[src/hw/ppi_pkg.sv]
// Purpose: shared constants for the polled pin pattern interrupt
// Assumes: 8-bit input port, one core clock
// Notes: none
`default_nettype none
package ppi_pkg;
	localparam int PPI_PORT_W = 8;
	localparam logic [7:0] PPI_MASK_OFF = 8'h00;
	localparam logic [7:0] PPI_ZERO = 8'h00;
endpackage
`default_nettype wire

[src/hw/ppi_pin_sync.sv]
// Purpose: two-stage synchroniser for the input port
// Assumes: pins are asynchronous to core_clk
// Notes: first stage read only by the second
`timescale 1ns/1ps
`default_nettype none
module ppi_pin_sync #(
	parameter int W = 8
) (
	input wire logic core_clk,
	input wire logic rst_n,
	input wire logic [W-1:0] d_in,
	output logic [W-1:0] q_out
);
	logic [W-1:0] meta_reg;
	logic [W-1:0] sync_reg;
	always_ff @(posedge core_clk or negedge rst_n) begin
		if (!rst_n) begin
			meta_reg <= '0;
			sync_reg <= '0;
		end else begin
			meta_reg <= d_in;
			sync_reg <= meta_reg;
		end
	end
	assign q_out = sync_reg;
endmodule
`default_nettype wire

[src/hw/ppi_core.sv]
// Purpose: polled pattern-match interrupt beside a command sequencer
// Assumes: sequencer pulses poll/arm/return strobes on core_clk
// Notes: one interrupt request pulse, sequencer performs the call
// How it works
// - Condition is polled at each check point the sequencer reports.
// - A true armed condition at a check point pulses the call request.
// - Input bits with mask zero never take part in the match.
// - One active and one pending mask and compare pair are held; an arm outside the handler replaces the active pair unless a call fires in its cycle.
// - Arming with a zero mask disables the interrupt.
// - Taking the interrupt clears the armed state.
// - An arm issued in the handler before its return cycle takes effect only at that return.
// - A re-armed still-true condition may fire right after return.
// - On the call any pending delay remainder is flushed.
// - Bit n of mask and compare matches pin n, pin 7 the MSB.
// - Masked pin levels form a byte compared with the compare byte.
// - The trigger is a level match of all selected pins at once.
`timescale 1ns/1ps
`default_nettype none
module ppi_core
	import ppi_pkg::*;
#(
	parameter int PORT_W = PPI_PORT_W
) (
	input wire logic core_clk,
	input wire logic rst_n,
	input wire logic [PORT_W-1:0] port_pins,
	input wire logic poll_point,
	input wire logic in_delay,
	input wire logic arm_strobe,
	input wire logic [PORT_W-1:0] arm_compare,
	input wire logic [PORT_W-1:0] arm_mask,
	input wire logic handler_return,
	output logic call_req,
	output logic delay_flush,
	output logic in_handler,
	output logic armed,
	output logic [PORT_W-1:0] cur_mask,
	output logic [PORT_W-1:0] cur_compare
);
	// Match logic and operands are byte wide only
	if (PORT_W != PPI_PORT_W) begin : g_width_chk
		$error("ppi_core supports an 8-bit port only");
	end

	logic [PORT_W-1:0] pins_s;
	logic [PORT_W-1:0] mask_reg;
	logic [PORT_W-1:0] cmp_reg;
	logic armed_reg;
	logic [PORT_W-1:0] pmask_reg;
	logic [PORT_W-1:0] pcmp_reg;
	logic pend_reg;
	logic hand_reg;
	logic call_reg;
	logic flush_reg;
	logic hit;
	logic fire;

	ppi_pin_sync #(.W(PORT_W)) u_sync (
		.core_clk(core_clk),
		.rst_n(rst_n),
		.d_in(port_pins),
		.q_out(pins_s)
	);

	function automatic logic pat_match(input logic [PORT_W-1:0] p,
		input logic [PORT_W-1:0] m, input logic [PORT_W-1:0] c);
		// No special case for compare bits outside the mask
		return (p & m) == c;
	endfunction

	assign hit = pat_match(pins_s, mask_reg, cmp_reg);
	// Polls during a delay are reported every cycle by the sequencer
	assign fire = poll_point && armed_reg && hit && !hand_reg;

	// Active pattern; arms outside the handler load at once unless a call fires that cycle
	always_ff @(posedge core_clk or negedge rst_n) begin
		if (!rst_n) begin
			mask_reg <= PPI_MASK_OFF;
			cmp_reg <= PPI_ZERO;
			armed_reg <= 1'b0;
		end else if (fire) begin
			armed_reg <= 1'b0;
		end else if (arm_strobe && !hand_reg) begin
			mask_reg <= arm_mask;
			cmp_reg <= arm_compare;
			armed_reg <= (arm_mask != PPI_MASK_OFF);
		end else if (handler_return && hand_reg && pend_reg) begin
			mask_reg <= pmask_reg;
			cmp_reg <= pcmp_reg;
			armed_reg <= (pmask_reg != PPI_MASK_OFF);
		end
	end

	// Arms inside the handler wait here until the first return after their cycle
	always_ff @(posedge core_clk or negedge rst_n) begin
		if (!rst_n) begin
			pmask_reg <= PPI_ZERO;
			pcmp_reg <= PPI_ZERO;
			pend_reg <= 1'b0;
		end else if (arm_strobe && hand_reg) begin
			pmask_reg <= arm_mask;
			pcmp_reg <= arm_compare;
			pend_reg <= 1'b1;
		end else if (handler_return && hand_reg) begin
			pend_reg <= 1'b0;
		end
	end

	// Handler occupancy; the program's return ends it
	always_ff @(posedge core_clk or negedge rst_n) begin
		if (!rst_n)
			hand_reg <= 1'b0;
		else if (fire)
			hand_reg <= 1'b1;
		else if (handler_return)
			hand_reg <= 1'b0;
	end

	always_ff @(posedge core_clk or negedge rst_n) begin
		if (!rst_n) begin
			call_reg <= 1'b0;
			flush_reg <= 1'b0;
		end else begin
			call_reg <= fire;
			flush_reg <= fire && in_delay;
		end
	end

	assign call_req = call_reg;
	assign delay_flush = flush_reg;
	assign in_handler = hand_reg;
	assign armed = armed_reg;
	assign cur_mask = mask_reg;
	assign cur_compare = cmp_reg;

	property p_fire_call;
		@(posedge core_clk) disable iff (!rst_n)
		(poll_point && armed && !in_handler
			&& ((pins_s & cur_mask) == cur_compare))
		|=> call_req && in_handler && !armed;
	endproperty
	a_fire_call: assert property (p_fire_call)
		else $error("match did not call handler");

	property p_no_false_call;
		@(posedge core_clk) disable iff (!rst_n)
		call_req |-> $past(armed) && $past(poll_point)
			&& (($past(pins_s) & $past(cur_mask)) == $past(cur_compare));
	endproperty
	a_no_false_call: assert property (p_no_false_call)
		else $error("call without a match");

	property p_disarm;
		@(posedge core_clk) disable iff (!rst_n)
		call_req |-> !armed;
	endproperty
	a_disarm: assert property (p_disarm)
		else $error("still armed after call");

	property p_defer;
		@(posedge core_clk) disable iff (!rst_n)
		(in_handler && arm_strobe && !handler_return) |=> !armed;
	endproperty
	a_defer: assert property (p_defer)
		else $error("handler arm took effect early");

	property p_zero_mask;
		@(posedge core_clk) disable iff (!rst_n)
		(arm_strobe && !in_handler && !fire && arm_mask == PPI_MASK_OFF)
		|=> !armed;
	endproperty
	a_zero_mask: assert property (p_zero_mask)
		else $error("zero mask left interrupt armed");

	property p_replace;
		@(posedge core_clk) disable iff (!rst_n)
		(arm_strobe && !in_handler && !fire)
		|=> cur_mask == $past(arm_mask) && cur_compare == $past(arm_compare);
	endproperty
	a_replace: assert property (p_replace)
		else $error("arm did not replace pattern");

	property p_flush;
		@(posedge core_clk) disable iff (!rst_n)
		delay_flush |-> call_req && $past(in_delay);
	endproperty
	a_flush: assert property (p_flush)
		else $error("flush without call in delay");

	property p_rearm_return;
		@(posedge core_clk) disable iff (!rst_n)
		(in_handler && arm_strobe && arm_mask != PPI_MASK_OFF)
		##1 (handler_return && !arm_strobe)[*1] |=> armed;
	endproperty
	a_rearm_return: assert property (p_rearm_return)
		else $error("rearm not active after return");

	property p_poll_only;
		@(posedge core_clk) disable iff (!rst_n)
		!poll_point |=> !call_req;
	endproperty
	a_poll_only: assert property (p_poll_only)
		else $error("call outside a check point");

	property p_quiet_handler;
		@(posedge core_clk) disable iff (!rst_n)
		in_handler |=> !call_req;
	endproperty
	a_quiet_handler: assert property (p_quiet_handler)
		else $error("call while handler still running");

	property p_hold_in_handler;
		@(posedge core_clk) disable iff (!rst_n)
		(in_handler && !handler_return) |=> !armed;
	endproperty
	a_hold_in_handler: assert property (p_hold_in_handler)
		else $error("armed before handler return");

	property p_flush_only_delay;
		@(posedge core_clk) disable iff (!rst_n)
		call_req |-> delay_flush == $past(in_delay);
	endproperty
	a_flush_only_delay: assert property (p_flush_only_delay)
		else $error("flush does not follow delay state");
endmodule
`default_nettype wire

[config.mk]
export PLATFORM = sky130hd
export DESIGN_NAME = ppi_core
export DESIGN_NICKNAME = d
export VERILOG_FILES = /design/src/hw/ppi_pkg.sv /design/src/hw/ppi_pin_sync.sv /design/src/hw/ppi_core.sv
export SDC_FILE = /design/constraint.sdc
export NUM_CORES = 1
export LEC_CHECK = 0
export BUFFER_PORTS_ARGS = -buffer_cell sky130_fd_sc_hd__buf_2
export CAP_MARGIN = 5
export CORE_UTILIZATION = 35
export CTS_CLUSTER_DIAMETER = 150
export DETAILED_ROUTE_END_ITERATION = 8
export PLACE_DENSITY_LB_ADDON = 0.2
export SKIP_CTS_REPAIR_TIMING = 1
export SLEW_MARGIN = 15
export SYNTH_ARGS = -nofsm -noshare
export SYNTH_HDL_FRONTEND = slang
export SYNTH_SLANG_ARGS = --single-unit
[constraint.sdc]
create_clock -name core_clk -period 2 [get_ports core_clk]
set_input_delay 0.3 -clock core_clk [delete_from_list [all_inputs] [get_ports core_clk]]
set_output_delay 0.3 -clock core_clk [all_outputs]
set_load 0.01 [all_outputs]
### Word level (Yosys, flattened, before mapping)

Index checks and enable logic that the tools add are counted.

* multipliers: 0
* divide/modulo/power cells: 0
* mux-type cells: 11
* $add $sub $neg: 0
* bitwise operators: 2
* shifts and indexed selects: 0
* equality and inequality tests: 1
* magnitude comparators: 0
* reductions and logical operators: 16

Operator list (count)
* $mux 8: 4
* $reduce_bool 8->1: 2
* $and 8x8->8: 1
* $eq 8x8->1: 1
* $logic_and 1x1->1: 8
* $mux 1: 7
* $reduce_bool 2->1: 3
* $reduce_bool 3->1: 1
* $reduce_and 2->1: 1
* $logic_not 1->1: 1
* $not 1->1: 1

* memories: 0
* logic and storage cells: 41
* bits in latches: 0
* bits in read-only memories: 0
* input bits: 30
* output and inout port bits: 20
* bits in registers: 53
* bits in writable memories: 0

### Depth between registers and ports, before layout

Gate-level depths: netlist (run 1).

* word-level depth: 6
* gate-level depth with buffers: 7
* depth with buffers taken out: 5

### Cells and area by module

A second synthesis (run 1) with hierarchy kept.

* cell total of the unflattened synthesis: 178
* area, all modules: 2192.1 um2

Modules (own cells, without submodules)
* ppi_core: sequential area each 925.9 um2, area each 1791.7 um2, cells each 162, instances 1
* ppi_pin_sync: sequential area each 400.4 um2, area each 400.4 um2, cells each 16, instances 1

### Worst setup path before layout (run 1)

No wires, ideal clock.

* path kind: register to register
* from: reg mask_reg[7] (netlist: cur_mask[7])
* to: reg cmp_reg[0] (netlist: cur_compare[0])
* slack: 0.284 ns
* arrival: 1.592 ns
* required time: 1.877 ns
* period minus slack after synthesis: 1.716 ns
* cell stages (with the launch flop): 7
* path through: dfrtp_1 nand2_1 xor2_1 or2b_1 o31a_1 clkbuf_1 a2bb2oi_1

* cells in the longest elaborated chain, start to end: 6

RTL lines
* start: declaration: RTL line ppi_core.sv:46 `logic [PORT_W-1:0] mask_reg;`
* start signal: assignment: RTL line ppi_core.sv:84 `mask_reg <= arm_mask;`
* start signal: assignment: RTL line ppi_core.sv:88 `mask_reg <= pmask_reg;`
* $and 8x8->8: RTL line ppi_core.sv:68 `return (p & m) == c;`
* $eq 8x8->1: RTL line ppi_core.sv:68
* $logic_and 1x1->1 (2 in a row): RTL line ppi_core.sv:73 `assign fire = poll_point && armed_reg && hit && !hand_reg;`
* $not 1->1 (no line)
* $reduce_and 2->1 (no line)
* end signal: assignment: RTL line ppi_core.sv:85 `cmp_reg <= arm_compare;`
* end signal: assignment: RTL line ppi_core.sv:89 `cmp_reg <= pcmp_reg;`
* end: declaration: RTL line ppi_core.sv:47 `logic [PORT_W-1:0] cmp_reg;`

Every way passes these cells.
A chain may end at the register's enable or synchronous reset.

### Worst setup path in the final report (run 1)

* from: reg mask_reg[2] (netlist: cur_mask[2])
* to: reg mask_reg[7] (netlist: cur_mask[7])

* cells in the longest elaborated chain, start to end: 6

RTL lines (RTL line)
* $and 8x8->8: ppi_core.sv:68
* $eq 8x8->1: ppi_core.sv:68
* $logic_and 1x1->1 (2 in a row): ppi_core.sv:73
* $not 1->1 (no line)
* $reduce_and 2->1 (no line)

Every way passes these cells.

==> results of run 1 <==
==> metrics by stage <==
stage                 util  hold WS [ns]
global placement    0.4316        0.3325
floorplan                -      0.004409
detailed placement  0.4316        0.3347
finish              0.4505    -0.0009752
CTS                 0.4499       0.02454
global route        0.4505       0.03802
==> layout by cell type (no fill, tap or decap), types with 2 or more instances in the layout <==
master                      count
sky130_fd_sc_hd__a2bb2oi_1     15
sky130_fd_sc_hd__buf_2         49
sky130_fd_sc_hd__buf_4          5
sky130_fd_sc_hd__clkbuf_8       7
sky130_fd_sc_hd__dfrtp_1       53
sky130_fd_sc_hd__mux2_2        16
sky130_fd_sc_hd__nand2_1       16
sky130_fd_sc_hd__nand3_1        4
sky130_fd_sc_hd__nand4_1        2
sky130_fd_sc_hd__nor3_1         5
sky130_fd_sc_hd__nor4_1         2
sky130_fd_sc_hd__o22ai_1       16
sky130_fd_sc_hd__xor2_1         8
==> report_power, final <==
part	total [mW]	internal (mW)	leakage [nW]	switching (mW)
clock	0.645	0.313	0.0542	0.331
sequential	1.25	1.18	0.635	0.0730
combinational	0.300	0.157	0.481	0.143
==> kinds of logic (layout without fill, tap and decap cells) <==
group	Yosys count	after routing	share of synthesized area
buffers and inverters	7	64	0.02028
AO/OA/AOI/OAI	35	35	0.1297
flip-flops	53	53	0.6515
AND/OR/NAND/NOR	32	32	0.07560
multiplexers	16	16	0.08851
XOR/XNOR	8	8	0.03442
==> metal layers <==
metal  track usage  share of wire  vias up
met5             0              0        -
met4       0.04630          0.011        0
met3       0.04302          0.064        4
met2        0.2421           0.48       43
met1        0.2011           0.44      706
li1              -              -      675
==> cell type report <==
type                    count  area share
clock buffers               7     0.03860
clock inverters             1    0.002005
inverters                   1    0.001504
multi-input cells          91      0.2692
flip-flops and latches     53      0.5313
well taps                  72     0.03609
repair buffers             55      0.1213
==> worst max-delay path, cell delays in order (launching register included) <==
cell,delay [ns]
sky130_fd_sc_hd__dfrtp_1,0.41
sky130_fd_sc_hd__nand2_1,0.09
sky130_fd_sc_hd__xor2_1,0.21
sky130_fd_sc_hd__nand3_1,0.12
sky130_fd_sc_hd__or4b_4,0.58
sky130_fd_sc_hd__buf_4,0.20
sky130_fd_sc_hd__a2bb2oi_1,0.16
==> path summary, 6_finish.rpt <==
path,endpoint,cells past startpoint,from
max in group asynchronous,cur_mask[1],2,rst_n
worst min-delay path,pmask_reg[5],1,rst_n
worst min register to register,u_sync.q_out[3],0,u_sync.meta_reg[3]
worst max-delay path,cur_mask[7],6,cur_mask[2]
worst max register to register,cur_mask[7],6,cur_mask[2]
min in group core_clk,u_sync.meta_reg[7],1,port_pins[7]
==> impl_metrics.sql, run 1 <==
INSERT INTO impl_metrics (metric_group, metric, value, unit) VALUES
('outcome', 'violations', 'hold timing', ''),
('worst_hold_path', 'hp-class', 'in -> async', ''),
('global_routing', 'gr-usage-all-layers', '0.1520', ''),
('route', 'detailroute.via_count', '1428', ''),
('sta', 'setup_repair_after_global_routing_missed_its_margin', 'false', ''),
('layout', 'final_design_area_no_fill', '2496', 'um^2'),
('floorplanning', 'die_y', '78.27', 'um'),
('clock_network', 'htree_num_levels', '2', ''),
('layout', 'antenna-diode-count', '0', ''),
('logic_synthesis', 'yosys_most_used_dff', 'sky130_fd_sc_hd__dfrtp_1', ''),
('route', 'drt_iter0_markers', '82', ''),
('floorplanning', 'design.die.area', '6125', 'um^2'),
('sta', 'fin_hold_ws', '-0.0009752', 'ns'),
('layout', 'multi_input_comb_area', '671.9', 'um^2'),
('route', 'detail_route.vias_per_cell', '5.100', ''),
('logic_synthesis', 'post_synth_most_frequent_cells', '53 x sky130_fd_sc_hd__dfrtp_1, 16 x sky130_fd_sc_hd__mux2_2, 16 x sky130_fd_sc_hd__nand2_1, 16 x sky130_fd_sc_hd__o22ai_1, 15 x sky130_fd_sc_hd__a2bb2oi_1', ''),
('logic_synthesis', 'post_synth_cell_types', '21', ''),
('logic_synthesis', 'postSynthAreaPerCell', '13.48', 'um^2'),
('sta', 'timing_max_transition_violations_final', '0', ''),
('clock_network', 'cts-buffers-inserted', '5', ''),
('layout', 'area.sequential', '1326', 'um^2'),
('clock_network', 'cts.clk_slew.worst_paths', '0.09', 'ns'),
('sta', 'final.setup.worst_slack', '0.1496', 'ns'),
('sta', 'maxSlewHeadroom', '0.5942', ''),
('logic_synthesis', 'yosysTopAreaCell', 'sky130_fd_sc_hd__dfrtp_1', ''),
('setup_path', 'setup.worst_path.class', 'reg -> reg', ''),
('logic_synthesis', 'yosys_warnings', '0', ''),
('sta', 'layout_worst_path_cycle_share', '0.9252', ''),
('setup_path', 'worst_ep_arrival_time', '2.06', 'ns'),
('layout', 'fillerInstances', '523', ''),
('logic_synthesis', 'synth.top_cell.area_share', '0.6515', ''),
('setup_path', 'cp_data_required_time', '2.21', 'ns'),
('global_routing', 'via_count_of_the_first_global_routing_pass', '1424', ''),
('placement', 'dpl.hpwl', '3282', 'um'),
('logic_synthesis', 'synthesized_net_count', '181', ''),
('sta', 'timing.final.setup_violations', '0', ''),
('floorplanning', 'coreArea', '5540', 'um^2'),
('floorplanning', 'row_count', '27', ''),
('global_routing', 'grt_start_max_net_pins', '30', ''),
('placement', 'placed_cells_incl_taps', '272', ''),
('layout', 'final-instance-count-excl-fill', '280', ''),
('job', 'max_cap_viol_count', '0', ''),
('logic_synthesis', 'ys_async_sr_fraction', '1.000', ''),
('placement', 'portBuffers', '49', ''),
('route', 'wl_per_cell', '15.43', 'um'),
('placement', 'place_area', '2391', 'um^2'),
('logic_synthesis', 'synth_seq_area_share', '0.6515', ''),
('outcome', 'status', 'finished, violations left', ''),
('logic_synthesis', 'synth_enable_flop_cells', '0', ''),
('power_and_ir_drop', 'power.density_cell_area', '879.7', 'nW/um^2'),
('logic_synthesis', 'cell_area_after_synthesis', '2036', 'um^2'),
('clock_network', 'numClockSinks', '53', ''),
('setup_path', 'element_type_at_the_critical_path_start', 'register', ''),
('clock_network', 'clock_latency', '0.30', 'ns'),
('global_routing', 'grt_pass1_wl', '7058', 'um'),
('route', 'final_antenna_net_count', '0', ''),
('layout', 'areaGrowthSynthToFinish', '22.62', '%'),
('global_routing', 'number_of_antenna_violations_at_the_first_check_in_global_routing', '0', ''),
('floorplanning', 'die_x_extent', '78.27', 'um'),
('route', 'drc_errors', '0', ''),
('logic_synthesis', 'synthCells', '151', ''),
('setup_path', 'setup.worst_path.end_class', 'register', ''),
('sta', 'clock_skew', '0.01333', 'ns'),
('setup_path', 'largest_fanout_on_the_critical_path', '10', ''),
('route', 'routed_wirelength', '4319', 'um'),
('sta', 'final_count_of_hold_timing_violations', '2', ''),
('global_routing', 'global_route.overflow_total', '0', ''),
('power_and_ir_drop', 'ir_drop', '0.0003516', 'V'),
('clock_network', 'tritoncts', 'done', ''),
('placement', 'place_congestion', '0.8578', ''),
('logic_synthesis', 'synth_seq_cells', '53', '');
Power figures use the tool's default switching activity.
==> run 2, diff against run 1 <==
--- a/config.mk
+++ b/config.mk
@@ -5,6 +5,7 @@
 export SDC_FILE = /design/constraint.sdc
 export NUM_CORES = 1
 export LEC_CHECK = 0
+export ABC_AREA = 1
 export BUFFER_PORTS_ARGS = -buffer_cell sky130_fd_sc_hd__buf_2
 export CAP_MARGIN = 5
 export CORE_UTILIZATION = 35
==> impl_metrics.sql, run 2 <==
INSERT INTO impl_metrics (metric_group, metric, value, unit) VALUES
('outcome', 'status', 'completed', ''),
('setup_path', 'r2r_cells', '7', ''),
('clock_network', 'clock_latency', '0.31', 'ns'),
('setup_path', 'worst_ep_arrival_time', '1.98', 'ns'),
('clock_network', 'htree_num_levels', '2', ''),
('layout', 'multi_input_comb_area', '737.0', 'um^2'),
('logic_synthesis', 'synth_most_common_cell', 'sky130_fd_sc_hd__nand2_1', ''),
('route', 'wl_per_cell', '11.70', 'um'),
('sta', 'layout_worst_path_cycle_share', '0.8638', ''),
('layout', 'antenna-diode-count', '0', ''),
('logic_synthesis', 'post_synth_most_frequent_cells', '87 x sky130_fd_sc_hd__nand2_1, 53 x sky130_fd_sc_hd__dfrtp_1, 31 x sky130_fd_sc_hd__o21ai_0, 26 x sky130_fd_sc_hd__inv_1, 26 x sky130_fd_sc_hd__nand3_1', ''),
('global_routing', 'grt_start_max_net_pins', '33', ''),
('global_routing', 'gr-usage-all-layers', '0.1560', ''),
('route', 'drt_iter0_markers', '113', ''),
('clock_network', 'cts.clk_slew.worst_paths', '0.10', 'ns'),
('sta', 'maxSlewHeadroom', '0.6752', ''),
('setup_path', 'crit-reg2reg-capture', 'cur_compare[3]', ''),
('layout', 'mostFrequentLayoutCells', '87 x sky130_fd_sc_hd__nand2_1, 53 x sky130_fd_sc_hd__dfrtp_1, 49 x sky130_fd_sc_hd__buf_2', ''),
('logic_synthesis', 'yosysTopAreaCell', 'sky130_fd_sc_hd__dfrtp_1', ''),
('sta', 'worstMarginPinSlew', '0.4872', 'ns'),
('layout', 'fillerInstances', '626', ''),
('logic_synthesis', 'post_synth_cell_types', '17', ''),
('power_and_ir_drop', 'swShare', '0.3659', ''),
('power_and_ir_drop', 'cellLeakagePower', '1.437', 'nW'),
('logic_synthesis', 'yosys_most_used_dff', 'sky130_fd_sc_hd__dfrtp_1', ''),
('clock_network', 'cts-buffers-inserted', '5', ''),
('layout', 'area.sequential', '1326', 'um^2'),
('power_and_ir_drop', 'internal-power', '2.052', 'mW'),
('placement', 'placed_cells_incl_taps', '379', ''),
('route', 'routed_wirelength', '4540', 'um'),
('job', 'max_cap_viol_count', '0', ''),
('power_and_ir_drop', 'ir_drop', '0.0004751', 'V'),
('sta', 'final_count_of_hold_timing_violations', '0', ''),
('sta', 'clock_skew', '0.01017', 'ns'),
('layout', 'final_design_area_no_fill', '2649', 'um^2'),
('logic_synthesis', 'yosys_warnings', '0', ''),
('worst_hold_path', 'hp-class', 'in -> reg', ''),
('layout', 'final-instance-count-excl-fill', '388', ''),
('power_and_ir_drop', 'share_comb_of_total_power', '0.302', ''),
('floorplanning', 'die_x_extent', '81.79', 'um'),
('route', 'drc_errors', '0', ''),
('setup_path', 'setup.worst_path.class', 'reg -> reg', ''),
('route', 'final_antenna_net_count', '0', ''),
('placement', 'dpl.hpwl', '3417', 'um'),
('floorplanning', 'coreArea', '6026', 'um^2'),
('logic_synthesis', 'cell_area_after_synthesis', '2228', 'um^2'),
('sta', 'clock.fmax', '0.5788', 'GHz'),
('worst_hold_path', 'hold-path-endpoint', 'u_sync.meta_reg[2]', ''),
('global_routing', 'grt_pass1_wl', '7652', 'um'),
('setup_path', 'setup.worst_path.end_class', 'register', ''),
('sta', 'period_needed', '1.728', 'ns'),
('layout', 'layout-drive-gt1-share', '0.2173', ''),
('floorplanning', 'floorplan.initialDensity', '0.3698', ''),
('clock_network', 'clock-root-buffer', 'sky130_fd_sc_hd__clkbuf_8', ''),
('sta', 'timing_max_transition_violations_final', '0', ''),
('sta', 'timing.final.setup_violations', '0', ''),
('logic_synthesis', 'synthCells', '259', ''),
('power_and_ir_drop', 'clockPowerShare', '0.191', ''),
('placement', 'place_congestion', '0.8358', ''),
('layout', 'layout_commonest_cell', 'sky130_fd_sc_hd__nand2_1', ''),
('route', 'detail_route.vias_per_cell', '4.497', ''),
('placement', 'place_area', '2549', 'um^2'),
('global_routing', 'global_route.overflow_total', '0', ''),
('setup_path', 'largest_fanout_on_the_critical_path', '16', ''),
('worst_hold_path', 'hold_path_startpoint', 'port_pins[2]', ''),
('global_routing', 'number_of_antenna_violations_at_the_first_check_in_global_routing', '0', ''),
('power_and_ir_drop', 'power.density_cell_area', '1222', 'nW/um^2'),
('floorplanning', 'number_of_top_level_pins', '50', ''),
('power_and_ir_drop', 'switchingPower', '1.184', 'mW'),
('sta', 'setup_repair_after_global_routing_missed_its_margin', 'false', ''),
('sta', 'fin_setup_tns', '0', 'ns'),
('power_and_ir_drop', 'fin_total_pwr', '3.236', 'mW'),
('logic_synthesis', 'synth_area_leaders', 'sky130_fd_sc_hd__dfrtp_1 60%, sky130_fd_sc_hd__nand2_1 15%, sky130_fd_sc_hd__o21ai_0 7.0%', ''),
('global_routing', 'via_count_of_the_first_global_routing_pass', '1600', ''),
('setup_path', 'cp_data_required_time', '2.25', 'ns'),
('route', 'first_pass_iters', '4', ''),
('logic_synthesis', 'synthesized_net_count', '289', ''),
('placement', 'portBuffers', '49', ''),
('logic_synthesis', 'synth_seq_cells', '53', ''),
('worst_hold_path', 'min_path_cells', '1', ''),
('logic_synthesis', 'ys_async_sr_fraction', '1.000', ''),
('floorplanning', 'design.die.area', '6690', 'um^2'),
('setup_path', 'r2r-start', 'in_handler', ''),
('clock_network', 'cts-root-to-sink-buffers', '2', ''),
('logic_synthesis', 'synth_seq_area_share', '0.5952', ''),
('layout', 'layout.nets', '342', ''),
('floorplanning', 'row_count', '28', ''),
('floorplanning', 'die_y', '81.79', 'um'),
('setup_path', 'element_type_at_the_critical_path_start', 'register', ''),
('clock_network', 'numClockSinks', '53', ''),
('layout', 'areaGrowthSynthToFinish', '18.87', '%'),
('logic_synthesis', 'synth_enable_flop_cells', '0', ''),
('clock_network', 'tritoncts', 'done', ''),
('logic_synthesis', 'synth.top_cell.area_share', '0.5952', ''),
('route', 'detailroute.via_count', '1745', ''),
('power_and_ir_drop', 'pwr-share-seq', '0.507', ''),
('logic_synthesis', 'postSynthAreaPerCell', '8.604', 'um^2'),
('setup_path', 'rrSetupSlack', '0.27', 'ns');
[run 2: cell types whose count changed in the layout (fill, tap and decap cells not counted), moves of 15 or more]
cell / delta
sky130_fd_sc_hd__nand2_1: +71
sky130_fd_sc_hd__o21ai_0: +30
sky130_fd_sc_hd__inv_1: +25
sky130_fd_sc_hd__nand3_1: +22
sky130_fd_sc_hd__o22ai_1: -16
sky130_fd_sc_hd__a2bb2oi_1: -15
sky130_fd_sc_hd__mux2_2: -15
[run 2: through the flow]
stage               hold WS (ns)  setup slack (ns)    util
detailed placement        0.2892            0.2598  0.4230
floorplan               0.004409            0.6580       -
finish                   0.08486            0.2724  0.4396
CTS                     -0.05336            0.2408  0.4379
global placement          0.2932            0.2775  0.4230
global route             0.06453           0.07343  0.4396
[run 2: area by class of cell]
class	count	area share
timing repair buffer	56	0.1134
multi-input combinational	169	0.2782
sequential	53	0.5007
inverter	27	0.03826
clock buffer	5	0.02598
clock inverter	3	0.008030
tap	75	0.03543
[run 2: worst max-delay path by stage]
| stage | start | endpoint |
|---|---|---|
| after global placement | in_handler | cur_mask[2] |
| after detailed placement | in_handler | cur_compare[3] |
| after global routing | in_handler | cur_compare[7] |
| after floorplan | cur_mask[6] | cur_compare[1] |
| final | in_handler | cur_compare[3] |
| after CTS | in_handler | cur_compare[3] |
[run 2: logic make-up (layout without fill, tap and decap cells)]
group                     after synthesis  count (layout)  share of synthesized area
xor gates and xnor gates                1               1                   0.003931
and+or+nand+nor                       135             135                     0.2499
DFF                                    53              53                     0.5952
muxes                                   1               1                   0.005053
AOI/OAI and AO/OA                      32              32                    0.07187
buffers and inverters                  37              91                    0.07411
[run 2: worst max-delay path: stages (launching register included)]
cell,delay [ns]
sky130_fd_sc_hd__dfrtp_1,0.44
sky130_fd_sc_hd__nor2_1,0.21
sky130_fd_sc_hd__nand3_1,0.11
sky130_fd_sc_hd__nor2_1,0.13
sky130_fd_sc_hd__nand3_1,0.25
sky130_fd_sc_hd__nand2_2,0.35
sky130_fd_sc_hd__nand2_1,0.10
sky130_fd_sc_hd__nand2_1,0.07
[run 2: per-layer routing]
layer,up-vias,part of all wire,global-route usage
li1,920,-,-
met1,782,0.51,0.2265
met4,0,0.012,0.05263
met5,-,0,0
met2,39,0.44,0.2273
met3,4,0.043,0.03667
[run 2: power by group through the flow]
stage / registers (mW) / clock network (mW) / logic, mW
after detailed placement: 1.67 / 0 / 0.995
after global placement: 1.66 / 0 / 0.978
final: 1.64 / 0.617 / 0.977
after global routing: 1.69 / 0.683 / 1.17
after floorplan: 1.69 / 0 / 0.590
after CTS: 1.65 / 0.646 / 0.999
